<file path="src/hw/mrp_defines.svh">
// offsets, field positions, reset values and encodings of the region protection unit
`ifndef MRP_DEFINES_SVH
`define MRP_DEFINES_SVH
// region count and selector width
`define MRP_NUM_REGIONS 8
`define MRP_SEL_W 3
// register byte offsets
`define MRP_ADR_CTRL 8'h00
`define MRP_ADR_COUNT 8'h04
`define MRP_ADR_SEL 8'h08
`define MRP_ADR_BASE 8'h0C
`define MRP_ADR_ATTR 8'h10
`define MRP_ADR_REN 8'h14
`define MRP_ADR_FSTAT 8'h18
`define MRP_ADR_FADDR 8'h1C
// control bits
`define MRP_CTRL_EN 0
`define MRP_CTRL_PRIVDEF 1
`define MRP_CTRL_HFNMI 2
// attribute fields
`define MRP_ATTR_EN 0
`define MRP_ATTR_SZ_HI 5
`define MRP_ATTR_SZ_LO 1
`define MRP_ATTR_SRD_HI 15
`define MRP_ATTR_SRD_LO 8
`define MRP_ATTR_AP_HI 26
`define MRP_ATTR_AP_LO 24
`define MRP_ATTR_XN 28
// base field lowest bit (32 byte granule)
`define MRP_BASE_LO 5
// size field: region bytes = 2 ** (field + 1)
`define MRP_SIZE_MIN 5'h04
`define MRP_SIZE_MAX 5'h1F
`define MRP_SUBRGN_MIN 5'h07
// permission encodings
`define MRP_AP_NONE 3'h0
`define MRP_AP_PRW_UNO 3'h1
`define MRP_AP_PRW_URO 3'h2
`define MRP_AP_RW_RW 3'h3
`define MRP_AP_PRO_UNO 3'h5
`define MRP_AP_RO_RO 3'h6
// reset value of every register except COUNT and the size field of ATTR
`define MRP_RST_VAL 32'h00000000
`endif

</file>
<file path="src/hw/mrp_pkg.sv">
// types shared by the region protection unit
package mrp_pkg;
`include "mrp_defines.svh"
    // kind of memory access presented by the core
    typedef enum logic [1:0] {
        MRP_ACC_FETCH,
        MRP_ACC_READ,
        MRP_ACC_WRITE,
        MRP_ACC_RSVD
    } mrp_acc_type;
    // complete state of the unit; size holds field minus the minimum
    typedef struct packed {
        logic ack;
        logic [31:0] dat;
        logic glb_en;
        logic priv_def;
        logic hf_nmi;
        logic [`MRP_SEL_W-1:0] sel;
        logic [`MRP_NUM_REGIONS-1:0] ren;
        logic [`MRP_NUM_REGIONS-1:0][26:0] base;
        logic [`MRP_NUM_REGIONS-1:0][4:0] size;
        logic [`MRP_NUM_REGIONS-1:0][7:0] srd;
        logic [`MRP_NUM_REGIONS-1:0][2:0] ap;
        logic [`MRP_NUM_REGIONS-1:0] xn;
        logic fault;
        logic [31:0] faddr;
    } mrp_state_type;
endpackage

</file>
<file path="src/hw/mrp_perm_check.sv">
// permission check of one access against one region's attributes
`timescale 1ns/100ps
module mrp_perm_check
    import mrp_pkg::*;
(
    input wire logic [2:0] ap_i,
    input wire logic xn_i,
    input wire mrp_acc_type acc_type_i,
    input wire logic priv_i,
    output logic allowed_o
);
    logic rd_ok; // reading allowed in the current mode
    logic wr_ok; // writing allowed in the current mode
    // decode the six permission choices; other codes give no access
    always_comb begin
        rd_ok = 1'b0;
        wr_ok = 1'b0;
        case (ap_i)
            `MRP_AP_PRW_UNO: begin
                rd_ok = priv_i;
                wr_ok = priv_i;
            end
            `MRP_AP_PRW_URO: begin
                rd_ok = 1'b1;
                wr_ok = priv_i;
            end
            `MRP_AP_RW_RW: begin
                rd_ok = 1'b1;
                wr_ok = 1'b1;
            end
            `MRP_AP_PRO_UNO: begin
                rd_ok = priv_i;
            end
            `MRP_AP_RO_RO: begin
                rd_ok = 1'b1;
            end
            default: begin
                rd_ok = 1'b0;
            end
        endcase
        // a fetch also needs read access
        case (acc_type_i)
            MRP_ACC_FETCH: allowed_o = rd_ok && !xn_i;
            MRP_ACC_READ: allowed_o = rd_ok;
            MRP_ACC_WRITE: allowed_o = wr_ok;
            default: allowed_o = 1'b0;
        endcase
    end
endmodule

</file>
<file path="src/hw/mrp_region_match.sv">
// address match of one protection region, sub-region holes included
`timescale 1ns/100ps
module mrp_region_match (
    input wire logic [31:0] addr_i,
    input wire logic [26:0] base_i,
    input wire logic [4:0] size_i,
    input wire logic [7:0] srd_i,
    input wire logic en_i,
    output logic hit_o
);
    logic [32:0] span; // region length in bytes
    logic [31:0] mask; // address bits compared with the base
    logic [31:0] shifted; // address moved down to the sub-region index
    logic in_range; // address lies inside the aligned block
    logic srd_act; // region large enough for sub-regions
    // match is combinational so the check lands in the access cycle
    always_comb begin
        span = 33'h000000001 << ({1'b0, size_i} + 6'h01);
        mask = ~(span[31:0] - 32'h00000001);
        if (span[32]) begin
            mask = 32'h00000000;
        end
        // low base bits are ignored, so the base acts as aligned
        in_range = ((addr_i ^ {base_i, 5'h00}) & mask) == 32'h00000000;
        shifted = addr_i >> (size_i - 5'h02);
        srd_act = size_i >= `MRP_SUBRGN_MIN;
        hit_o = en_i && in_range && !(srd_act && srd_i[shifted[2:0]]);
    end
endmodule

</file>
<file path="src/hw/mrp_top.sv">
// region protection unit: wishbone registers, region match and fault check
//
// Function
// - up to eight regions, each fully separate
// - sizes power of two, 32 bytes to 4GB
// - fetch from no-execute region is violation
// - no, read-only or read/write per mode
// - every region has eight sub-region disables
// - disabled sub-region leaves hole in region
// - violation while enabled raises management fault
// - region disable keeps base, size, attributes
// - attribute readback carries region enable bit
// - privileged default map covers unmatched privileged access
// - no enabled region without default faults
// - handler option decides protection in handlers
// - global enable clear means no faults
// - region count readable regardless of programming
// - region checked only while enable set
// - sub-regions act only from 256 bytes
// - six permission combinations are encoded
//
// The register offsets and register access over Wishbone were chosen for this implementation.
`timescale 1ns/100ps
module mrp_top
    import mrp_pkg::*;
#(
    parameter int REGIONS = `MRP_NUM_REGIONS
) (
    input wire logic clk_i,
    input wire logic rst_i,
    input wire logic ce_i,
    input wire logic wb_cyc_i,
    input wire logic wb_stb_i,
    input wire logic wb_we_i,
    input wire logic [7:0] wb_adr_i,
    input wire logic [3:0] wb_sel_i,
    input wire logic [31:0] wb_dat_i,
    output logic [31:0] wb_dat_o,
    output logic wb_ack_o,
    input wire logic acc_valid_i,
    input wire logic [31:0] acc_addr_i,
    input wire mrp_acc_type acc_type_i,
    input wire logic acc_priv_i,
    input wire logic acc_handler_i,
    output logic acc_fault_o,
    output logic acc_default_o
);
    localparam int NR = `MRP_NUM_REGIONS;

    mrp_state_type st_r; // registered state
    mrp_state_type st_nxt; // next state

    logic [NR-1:0] hit; // per-region match
    logic any_hit; // some enabled region matches
    logic [`MRP_SEL_W-1:0] hit_idx; // deciding region
    logic allowed; // deciding region permits access
    logic bypass; // protection off for this access
    logic req; // bus request present
    logic wr; // write takes effect at this edge
    logic [7:0] adr; // word aligned register address
    logic sel_ok; // selector points at a real region
    logic [31:0] rd_val; // value of addressed register
    logic [31:0] wmerge; // write data merged under byte enables

    // merge write data into old value under byte enables
    function automatic logic [31:0] wb_merge(input logic [31:0] old, input logic [31:0] nw,
                                             input logic [3:0] be);
        logic [31:0] res;
        res = old;
        for (int b = 0; b < 4; b++) begin
            if (be[b]) begin
                res[8*b+:8] = nw[8*b+:8];
            end
        end
        return res;
    endfunction

    // size field to stored code, clamped into the legal range
    function automatic logic [4:0] size_code(input logic [4:0] f);
        logic [4:0] c;
        c = 5'h00;
        if (f > `MRP_SIZE_MIN) begin
            c = f - `MRP_SIZE_MIN;
        end
        return c;
    endfunction

    // one matcher per implemented region
    // up to eight regions
    generate
        for (genvar g = 0; g < NR; g++) begin : g_rgn
            if (g < REGIONS) begin : g_impl
                mrp_region_match u_match (
                    .addr_i(acc_addr_i),
                    .base_i(st_r.base[g]),
                    .size_i(st_r.size[g] + `MRP_SIZE_MIN),
                    .srd_i(st_r.srd[g]),
                    .en_i(st_r.ren[g]),
                    .hit_o(hit[g])
                );
            end else begin : g_none
                assign hit[g] = 1'b0;
            end
        end
    endgenerate

    // pick the highest-numbered matching region
    always_comb begin
        any_hit = 1'b0;
        hit_idx = '0;
        for (int i = 0; i < NR; i++) begin
            if (hit[i]) begin
                any_hit = 1'b1;
                hit_idx = i[`MRP_SEL_W-1:0];
            end
        end
    end

    // permission of the deciding region
    // permission decode
    mrp_perm_check u_perm (
        .ap_i(st_r.ap[hit_idx]),
        .xn_i(st_r.xn[hit_idx]),
        .acc_type_i(acc_type_i),
        .priv_i(acc_priv_i),
        .allowed_o(allowed)
    );

    // fault decision in the access cycle
    always_comb begin
        // bypass when off or in handlers with the handler option clear
        bypass = !st_r.glb_en || (acc_handler_i && !st_r.hf_nmi);
        acc_default_o = bypass || (!any_hit && acc_priv_i && st_r.priv_def);
        acc_fault_o = acc_valid_i && !acc_default_o && (!any_hit || !allowed);
    end

    // register read multiplexer
    always_comb begin
        adr = {wb_adr_i[7:2], 2'h0};
        sel_ok = int'(st_r.sel) < REGIONS;
        rd_val = `MRP_RST_VAL;
        case (adr)
            `MRP_ADR_CTRL: begin
                rd_val[`MRP_CTRL_EN] = st_r.glb_en;
                rd_val[`MRP_CTRL_PRIVDEF] = st_r.priv_def;
                rd_val[`MRP_CTRL_HFNMI] = st_r.hf_nmi;
            end
            `MRP_ADR_COUNT: rd_val = 32'(REGIONS);
            `MRP_ADR_SEL: rd_val[`MRP_SEL_W-1:0] = st_r.sel;
            `MRP_ADR_BASE: begin
                if (sel_ok) begin
                    rd_val = {st_r.base[st_r.sel], 5'h00};
                end
            end
            `MRP_ADR_ATTR: begin
                if (sel_ok) begin
                    rd_val[`MRP_ATTR_EN] = st_r.ren[st_r.sel];
                    rd_val[`MRP_ATTR_SZ_HI:`MRP_ATTR_SZ_LO] = st_r.size[st_r.sel]
                        + `MRP_SIZE_MIN;
                    rd_val[`MRP_ATTR_SRD_HI:`MRP_ATTR_SRD_LO] = st_r.srd[st_r.sel];
                    rd_val[`MRP_ATTR_AP_HI:`MRP_ATTR_AP_LO] = st_r.ap[st_r.sel];
                    rd_val[`MRP_ATTR_XN] = st_r.xn[st_r.sel];
                end
            end
            `MRP_ADR_REN: rd_val[NR-1:0] = st_r.ren;
            `MRP_ADR_FSTAT: rd_val[0] = st_r.fault;
            `MRP_ADR_FADDR: rd_val = st_r.faddr;
            // unmapped addresses read zero
            default: rd_val = `MRP_RST_VAL;
        endcase
    end

    // next state: bus handshake, register writes, fault capture
    always_comb begin
        st_nxt = st_r;
        req = wb_cyc_i && wb_stb_i;
        // ack one cycle after the request, then drop
        st_nxt.ack = req && !st_r.ack;
        if (req && !st_r.ack) begin
            st_nxt.dat = rd_val;
        end
        // writes land at the edge where the master sees ack
        wr = req && st_r.ack && wb_we_i;
        wmerge = wb_merge(rd_val, wb_dat_i, wb_sel_i);
        if (wr) begin
            case (adr)
                `MRP_ADR_CTRL: begin
                    st_nxt.glb_en = wmerge[`MRP_CTRL_EN];
                    st_nxt.priv_def = wmerge[`MRP_CTRL_PRIVDEF];
                    st_nxt.hf_nmi = wmerge[`MRP_CTRL_HFNMI];
                end
                `MRP_ADR_SEL: st_nxt.sel = wmerge[`MRP_SEL_W-1:0];
                `MRP_ADR_BASE: begin
                    if (sel_ok) begin
                        // base kept as written, masked at match
                        st_nxt.base[st_r.sel] = wmerge[31:`MRP_BASE_LO];
                    end
                end
                `MRP_ADR_ATTR: begin
                    if (sel_ok) begin
                        st_nxt.ren[st_r.sel] = wmerge[`MRP_ATTR_EN];
                        st_nxt.size[st_r.sel] =
                            size_code(wmerge[`MRP_ATTR_SZ_HI:`MRP_ATTR_SZ_LO]);
                        st_nxt.srd[st_r.sel] = wmerge[`MRP_ATTR_SRD_HI:`MRP_ATTR_SRD_LO];
                        st_nxt.ap[st_r.sel] = wmerge[`MRP_ATTR_AP_HI:`MRP_ATTR_AP_LO];
                        st_nxt.xn[st_r.sel] = wmerge[`MRP_ATTR_XN];
                    end
                end
                `MRP_ADR_REN: begin
                    for (int i = 0; i < NR; i++) begin
                        if (i < REGIONS) begin
                            st_nxt.ren[i] = wmerge[i];
                        end
                    end
                end
                `MRP_ADR_FSTAT: begin
                    if (wmerge[0]) begin
                        st_nxt.fault = 1'b0;
                    end
                end
                // read-only and unmapped writes ignored
                default: st_nxt.fault = st_nxt.fault;
            endcase
        end
        // new fault wins over a clear in the same cycle
        if (acc_fault_o) begin
            st_nxt.fault = 1'b1;
            st_nxt.faddr = acc_addr_i;
        end
    end

    // state register with clock enable
    always_ff @(posedge clk_i) begin
        if (rst_i) begin
            st_r <= '0;
        end else if (ce_i) begin
            st_r <= st_nxt;
        end
    end

    // bus outputs straight from flops
    assign wb_ack_o = st_r.ack;
    assign wb_dat_o = st_r.dat;
endmodule

</file>
<file path="config.mk">
export PLATFORM = sky130hd
export DESIGN_NAME = mrp_top
export DESIGN_NICKNAME = d
export VERILOG_FILES = /design/src/hw/mrp_pkg.sv /design/src/hw/mrp_perm_check.sv /design/src/hw/mrp_region_match.sv /design/src/hw/mrp_top.sv
export VERILOG_INCLUDE_DIRS = /design/src /design/src/hw
export SDC_FILE = /design/constraint.sdc
export NUM_CORES = 2
export LEC_CHECK = 0
export ABC_AREA = 1
export BUFFER_PORTS_ARGS = -buffer_cell sky130_fd_sc_hd__clkbuf_2
export CAP_MARGIN = 20
export CELL_PAD_IN_SITES_DETAIL_PLACEMENT = 1
export CELL_PAD_IN_SITES_GLOBAL_PLACEMENT = 1
export CORE_ASPECT_RATIO = 1.2
export CORE_MARGIN = 4
export CORE_UTILIZATION = 41
export CTS_CLUSTER_DIAMETER = 30
export CTS_CLUSTER_SIZE = 16
export DETAILED_ROUTE_END_ITERATION = 8
export PLACE_DENSITY_LB_ADDON = 0.1
export SYNTH_ARGS = -nofsm -noshare
export SYNTH_HDL_FRONTEND = slang
export SYNTH_SLANG_ARGS = --single-unit
</file>
<file path="constraint.sdc">
create_clock -name clk_i -period 8 [get_ports clk_i]
set_input_delay 2.4 -clock clk_i [delete_from_list [all_inputs] [get_ports clk_i]]
set_output_delay 2.4 -clock clk_i [all_outputs]
set_load 0.05 [all_outputs]
</file>
* Yosys cells after proc, flatten, opt, wreduce, memory -nomap -nowiden
Cells that the tools add are included.
** Storage, ports and cells
- Bits in registers :: 432
- Output and inout bits :: 35
- Word-level logic and storage cells :: 325
- Input bits :: 87
** Operators by class
- Shift operators :: 16
- Reductions and logical operators :: 79
- $lt $le $gt $ge :: 20
- Bitwise operators :: 24
- Equality and inequality tests :: 14
- Add/sub/neg operators :: 34
- Multiplexer cells :: 96
** Operators by type and width (number)
- 1-bit by 6-bit << shifter with 33-bit output (first input constant) :: 8
- 32-bit AND :: 8
- 32-bit zero test :: 8
- 32-bit two-way mux :: 8
- 32-bit NOT :: 8
- 32-bit by 5-bit >> shifter with 3-bit output :: 8
- 32-bit by 1-bit subtractor with 32-bit output (second input constant) :: 8
- 32-bit XOR :: 8
- 216-bit bitwise mux :: 1
- 27-bit binary-select mux with 3-bit select :: 1
- 27-bit demux with 3-bit select :: 1
- 64-bit bitwise mux :: 1
- 27-bit two-way mux :: 2
- 5-bit by 1-bit adder with 6-bit output (second input constant) :: 8
- 8-bit two-way mux :: 6
- 5-bit by 3-bit adder with 5-bit output (second input constant) :: 9
- 40-bit bitwise mux :: 1
- 5-bit by 3-bit >= comparator with 1-bit output (second input constant) :: 8
- 3-bit by 4-bit < comparator with 1-bit output (second input constant) :: 10
- 5-bit by 2-bit subtractor with 5-bit output (second input constant) :: 8
- 1-bit logical AND :: 35
- 1-bit binary-select mux with 3-bit select :: 11
- 33-bit two-way mux :: 1
- 8-bit case mux with 2 select lines :: 2
- 44 further kinds :: 114

* Logic depth before layout (Yosys ltp)
- Word-level depth :: 29
- Gate-level depth with buffers :: 47
- Depth with buffers taken out :: 45

* Modules after synthesis
A second synthesis with hierarchy kept.
** Unflattened totals
- Cells, all modules :: 7164
- Area total of the unflattened synthesis :: 41394.7 um2
** By module, submodules not included
- mrp_top :: area each 20390.8 um2, times used 1, seq. area each 8648.3 um2, cells each 2906
- mrp_region_match at g_rgn[5].g_impl.u_match ... :: area each 2642.5 um2, times used 3, seq. area each 0.0 um2, cells each 534
- mrp_region_match at g_rgn[1].g_impl.u_match ... :: area each 2600.0 um2, times used 3, seq. area each 0.0 um2, cells each 534
- mrp_region_match at g_rgn[0].g_impl.u_match :: area each 2696.3 um2, times used 1, seq. area each 0.0 um2, cells each 534
- mrp_region_match at g_rgn[4].g_impl.u_match :: area each 2526.2 um2, times used 1, seq. area each 0.0 um2, cells each 506
- mrp_perm_check :: area each 53.8 um2, times used 1, seq. area each 0.0 um2, cells each 14

* Worst setup path before layout
No wires, ideal clock.
- Kind :: input port to output port
- Start :: input port acc_addr_i[23]
- End :: output port acc_fault_o
- Stages on the path :: 26
- Arrival time :: 6476 ps
- Data required time :: 5600 ps
- Path slack :: -876 ps
- Path buffers :: 3
- Cells stage by stage :: clkbuf_1 > inv_1 > clkbuf_1 > nand2_1 > o21ai_0 > inv_1 > nor2_1 > o21ai_0 > o22ai_1 > o21ai_1 > nand2_1 > o211ai_1 > o21ai_0 > nand3_1 > nand3_1 > nand4_4 > nand2_2 > nor2_2 > inv_2 > nor3_1 > o21ai_1 > o21ai_0 > nor2_1 > nand2_2 > inv_4 > buf_4
** On the way
- Elaborated cells between the ends (all ways) :: 121
- Those cells by class :: eq/ne: 5; shift: 8; mux: 38; bitwise: 16; reduce/logical: 54
** RTL lines
- start: declaration :: line mrp_top.sv:41 : input wire logic [31:0] acc_addr_i,
- 32-bit by 5-bit >> shifter with 3-bit output :: line mrp_region_match.sv:25 : shifted = addr_i >> (size_i - 5'h02);
- 1-bit binary-select mux with 3-bit select :: line mrp_region_match.sv:27 : hit_o = en_i && in_range && !(srd_act && srd_i[shifted[2:0]]);
- 1-bit two-way mux (not written as such) :: line mrp_region_match.sv:27
- 1-bit logical AND :: line mrp_region_match.sv:27
- 1-bit zero test :: line mrp_region_match.sv:27
- 1-bit logical AND :: line mrp_region_match.sv:27
- 1-bit two-way mux (7 in a row) :: line mrp_top.sv:112 : if (hit[i]) begin
- 1-bit two-way mux (*) :: line mrp_top.sv:112
- 1-bit zero test (*) :: line mrp_top.sv:133 : acc_default_o = bypass || (!any_hit && acc_priv_i && st_r.priv_def);
- 1-bit logical AND (*) (2 in a row) :: line mrp_top.sv:133
- 1-bit logical OR (*) :: line mrp_top.sv:133
- net acc_default_o :: line mrp_top.sv:46 : output logic acc_default_o
- 1-bit zero test (*) :: line mrp_top.sv:134 : acc_fault_o = acc_valid_i && !acc_default_o && (!any_hit || !allowed);
- 1-bit logical AND (*) (2 in a row) :: line mrp_top.sv:134
- end: declaration :: line mrp_top.sv:45 : output logic acc_fault_o,
Mark *: on every way through the listed nets, which the timed path passes. The rest lies on a longest branch. The select of a mux whose other input is x is not followed.

* Final worst setup path
- Start :: input port acc_addr_i[13]
- End :: output port acc_fault_o
** On the way
- Cells in the longest elaborated chain, start to end :: 23
- Elaborated cells between the ends (all ways) :: 121
- Those cells by class :: eq/ne: 5; shift: 8; mux: 38; bitwise: 16; reduce/logical: 54
** Ends and longest elaborated chain
- 32-bit by 5-bit >> shifter with 3-bit output :: line mrp_region_match.sv:25
- 1-bit binary-select mux with 3-bit select :: line mrp_region_match.sv:27
- 1-bit two-way mux (not written as such) :: line mrp_region_match.sv:27
- 1-bit logical AND :: line mrp_region_match.sv:27
- 1-bit zero test :: line mrp_region_match.sv:27
- 1-bit logical AND :: line mrp_region_match.sv:27
- 1-bit two-way mux :: line mrp_top.sv:112
- 2-bit two-way mux :: line mrp_top.sv:112
- [7 not listed]
- 3-bit by 2-bit == test with 1-bit output (tied with other cells) :: line mrp_perm_check.sv:18 : case (ap_i)
- 3-bit OR reduction (no source line) / 2-bit OR reduction (equally long branches)
- 1-bit case mux with 2 select lines :: line mrp_perm_check.sv:18
- 1-bit logical AND :: line mrp_perm_check.sv:43 : MRP_ACC_FETCH: allowed_o = rd_ok && !xn_i;
- 1-bit case mux with 3 select lines :: line mrp_perm_check.sv:42 : case (acc_type_i)
- 1-bit zero test :: line mrp_top.sv:134
- 1-bit logical OR :: line mrp_top.sv:134
- 1-bit logical AND (*) :: line mrp_top.sv:134
Mark *: on every way between the ends. The rest lies on a longest branch, timed or not. The select of a mux whose other input is x is not followed.

==> results.txt <==
The number of antenna violations at the first check in global routing came out at 20. The standard cell area after detailed placement is 44000 µm². The end point of the worst hold path is st_r[0]. The number of buffers on the longest clock path came out at 3. The maximum level of the CTS H-tree came out at 3. The clock transition at the registers of the reported paths is 0.05 ns.

The final weighted congestion of routability-driven global placement is 1.07. The area added between synthesis and finish is 22.6%. The share of total power dissipated in combinational logic is 0.110. The wire length on met3 is 29.8 mm. Dividing total power by cell area gives a power density of 157 nW/µm². For this run, asynchronously set or reset flops after synthesis account for 0. The critical path is of the in2out type. Static timing analysis puts the maximum clock frequency at 118 MHz.

The clock latency on the worst-skew pair came out at 0.72 ns. The total buffers and inverters traversed by the critical path came out at 10. Summed over all nets, the half-perimeter wirelength after detailed placement is 191 mm. The total wire length after detailed routing came out at 254 mm. 122 I/O pins were placed. The cell count after placement is 8205.

VDD sags by at most 0.187 mV. The storage element area is 8650 µm². Summed over all layers, the global routing overflow is 0. The most critical setup path has its startpoint at acc_addr_i[13]. The data required time of the critical path came out at 5.60 ns.

The count of maximum capacitance violations came out at 0. The setup TNS is -0.646 ns. The hold-fix buffer count after cts is 0. The number of core rows is 124. Counting flops and latches in the post-synthesis netlist gives 432. The worst hold slack came out at 0.470 ns.

The count of TritonRoute iterations in the first routing pass is 6. The average wire per standard cell came out at 30.2 µm. The pin count of the biggest net entering global routing is 90. The number of routed nets with antenna violations is 0.

The unique cell type count in the Yosys netlist came out at 72. The endpoint identified for the worst register-to-register timing path is st_r[131]. The post-route fraction of the period consumed by the critical path came out at 1.06. Yosys mapped a number of flops with a built-in enable equal to 0. STA classifies the critical path endpoint as a primary output.

From bottom edge to top edge, the die measures 349 µm. The width of the chip came out at 292 µm. The cell that appears most often on the critical path is sky130_fd_sc_hd__nand2_1. The shortest clock period the worst path allows after layout came out at 8.44 ns. Summed over all cells, the static leakage comes to 23.6 nW. Across every metal layer, demand over resource in global routing totals 0.474. Buffers placed on the I/O ports in this run total 119. The largest stage delay on the critical path is 0.20 ns. The post-layout total power is 7.65 mW. The number of global-route vias before repair came to 51923.

For this run, the number of standard cells in the final layout without fillers is 8439. The proportion of layout cells with a drive suffix above 1 came out at 0.155. For this design, the sink count on the clock tree is 432. The final setup violation count is 2. Synthesis handed over a netlist of 6768 instances. The sort of element at the start of the critical path is an input pin. The multi-input gate area in the final layout is 26400 µm². The clock arrives with 0.120 ns of skew. The cell-internal power is 5.52 mW. Among all flip-flop cells after synthesis, the most frequent one is sky130_fd_sc_hd__dfxtp_1. The worst setup margin came out at -0.442 ns. The via count is 53178. After floorplanning, the core was sized to cover 95900 µm². The worst flop-to-flop path startpoint is st_r[393].

The mean instance size in the synthesized netlist is 5.88 µm². The number of clock buffers added by TritonCTS is 103. The sequential fraction of design power came out at 0.284.

For this design the total switching power over the nets is 2.13 mW. Setup repair after global routing could not meet its margin everywhere. The path depth of the worst reg2reg path is 17. The number of warnings issued by yosys is 0. Counting instances, the worst hold path has a depth of 2. The initial core utilization is 0.415. The number of stages on the worst setup path is 32. The final net count came out at 7233. TritonCTS built the clock tree.

The register area share after synthesis is 0.217. The master of the slowest instance on the critical path is sky130_fd_sc_hd__o211ai_1. The count of filler cells inserted in the layout came out at 13139.

Timing analysis after detailed placement gives a worst setup slack of -0.563 ns. The highest layer touched by signal routing is met5. The slew of the pin with the lowest slew margin is 1.31 ns. The final core utilization is 0.509. The final reports fail on negative setup slack. The detailed router finished its first iteration with 6777 violations.

The cell sitting at the root of the clock tree is a sky130_fd_sc_hd__clkbuf_16. In this run the worst hold path is classified as reg2reg. The worst slew slack as a fraction of its limit came out at 0.127. The peak fanout along the critical path came out at 8. The first global-routing pass estimated 358 mm of wire. Counting every net in the synthesized netlist gives 6922.

With fillers left out, the area of the finished cells amounts to 48800 µm². The switching share of power came out at 0.278. On the critical path the largest part of the delay comes from buffers and inverters.

The netlist area before placement came out at 39800 µm². For this run, design rule violations remaining after detail routing come to 0. Wire segments on met2 add up to 104 mm in the final route.

The clock network fraction of design power is 0.607. The floorplan step defined a die boundary enclosing 102000 µm². The reg2reg setup slack is 1.18 ns. The worst endpoint data arrival time came out at 6.04 ns. The startpoint identified for the worst hold timing path is st_r[0]. The routed via count divided by cell count came out at 6.30. The flow ran to the end, but the final reports show violations. The number of max-slew violations in the final report is 0. The total routed wire length on the met1 layer is 92.5 mm.

The count of final hold-check violations came out at 0.
## per-layer routing
| layer | vias up | GRT usage |
|---|---|---|
| li1 | 23138 | - |
| met1 | 25525 | 0.565 |
| met2 | 3387 | 0.701 |
| met3 | 1114 | 0.128 |
| met4 | 14 | 0.419 |
| met5 | - | 0.00414 |
## kinds of logic after synthesis
| logic type | count (synthesis) | share of synthesized area |
|---|---|---|
| AOI/OAI and AO/OA | 1761 | 0.254 |
| xor gates and xnor gates | 224 | 0.0526 |
| adders and majority gates | 67 | 0.0211 |
| buffers and inverters | 1330 | 0.133 |
| DFF | 432 | 0.217 |
| muxes | 5 | 0.00126 |
| and+or+nand+nor | 2949 | 0.321 |
## power by group through the flow
stage | Combinational (mW) | Sequential [mW] | Clock, mW
4_1_cts | 0.774 | 2.17 | 4.61
3_5_place_dp | 0.754 | 2.21 | 0
5_1_grt | 0.836 | 2.17 | 4.75
2_1_floorplan | 0.321 | 2.21 | 0
6_report | 0.839 | 2.17 | 4.64
3_3_place_gp | 0.745 | 2.21 | 0
## cell usage in the layout, fill, tap and decap left out, drive strengths merged, types with 5 or more instances in the layout
master,instances
nand2,1457
inv,907
o21ai,780
nor2,720
nand3,552
a21oi,492
buf,491
dfxtp,432
clkbuf,246
xor2,175
o22ai,141
nand4,116
o211ai,94
ha,67
nor3,58
clkinv,50
xnor2,49
o21bai,41
o2111ai,30
a221oi,29
o41ai,29
a22oi,27
o31ai,21
nand3b,20
bufinv,19
o311ai,16
clkinvlp,15
a22o,13
diode,12
or2,11
o221ai,10
a31oi,8
nor4,7
o21a,6
and2,5
mux2i,5
## cell type report
type / instances / share of cell area
diodes: 12 / 0.000615
clock buffers: 131 / 0.0578
clock inverters: 62 / 0.0208
inverters: 929 / 0.0720
multi-input cells: 5007 / 0.542
flip-flops and latches: 432 / 0.177
well taps: 1260 / 0.0323
repair buffers: 606 / 0.0975
## flip-flops by register name, indices dropped and copies added (netlist names)
register / cells
wb_dat_o: 32
wb_ack_o: 1
st_r: 399
## how the worst max path moves through the flow
stage / slack, ns / end
after global placement: -0.50 / acc_fault_o
after global routing: -0.56 / acc_fault_o
after detailed placement: -0.56 / acc_fault_o
final: -0.44 / acc_fault_o
after floorplan: 0.03 / acc_fault_o
after CTS: -0.25 / acc_fault_o
## worst reg2reg max path: cells and delay by family, from the launching register on
kind,cells,cell delay (ns)
AOI/OAI and AO/OA,6,2.31
adders and majority gates,2,0.66
buffers and inverters,3,1.09
DFF,1,0.48
and+or+nand+nor,6,1.99
## synth_stat cells, types with 27 or more instances
library cell	n	area, µm²
sky130_fd_sc_hd__nand2_1	1414	5310
sky130_fd_sc_hd__inv_1	870	3270
sky130_fd_sc_hd__o21ai_0	742	3710
sky130_fd_sc_hd__nor2_1	661	2480
sky130_fd_sc_hd__nand3_1	544	2720
sky130_fd_sc_hd__a21oi_1	477	2390
sky130_fd_sc_hd__dfxtp_1	432	8650
sky130_fd_sc_hd__clkbuf_1	279	1050
sky130_fd_sc_hd__xor2_1	172	1510
sky130_fd_sc_hd__o22ai_1	141	882
sky130_fd_sc_hd__nand4_1	113	707
sky130_fd_sc_hd__o211ai_1	94	706
sky130_fd_sc_hd__ha_1	67	838
sky130_fd_sc_hd__buf_4	53	398
sky130_fd_sc_hd__nor3_1	49	245
sky130_fd_sc_hd__nor2_2	47	294
sky130_fd_sc_hd__xnor2_1	42	368
sky130_fd_sc_hd__o21bai_1	41	308
sky130_fd_sc_hd__inv_2	37	139
sky130_fd_sc_hd__o21ai_1	37	185
sky130_fd_sc_hd__buf_1	33	124
sky130_fd_sc_hd__nand2_2	30	188
sky130_fd_sc_hd__o2111ai_1	30	263
sky130_fd_sc_hd__a221oi_1	29	254
sky130_fd_sc_hd__o41ai_1	29	254
sky130_fd_sc_hd__a22oi_1	27	203
sky130_fd_sc_hd__buf_2	27	135
## what timing repair did
action | in CTS | in global routing
setup endpoints to repair | 2 | 2
pin swaps | 29 | 31
cloned | 1 | 1
buffers inserted | 16 | 7
gates resized for setup | 133 | 106
No activity file was read; power rests on OpenSTA's default activity.
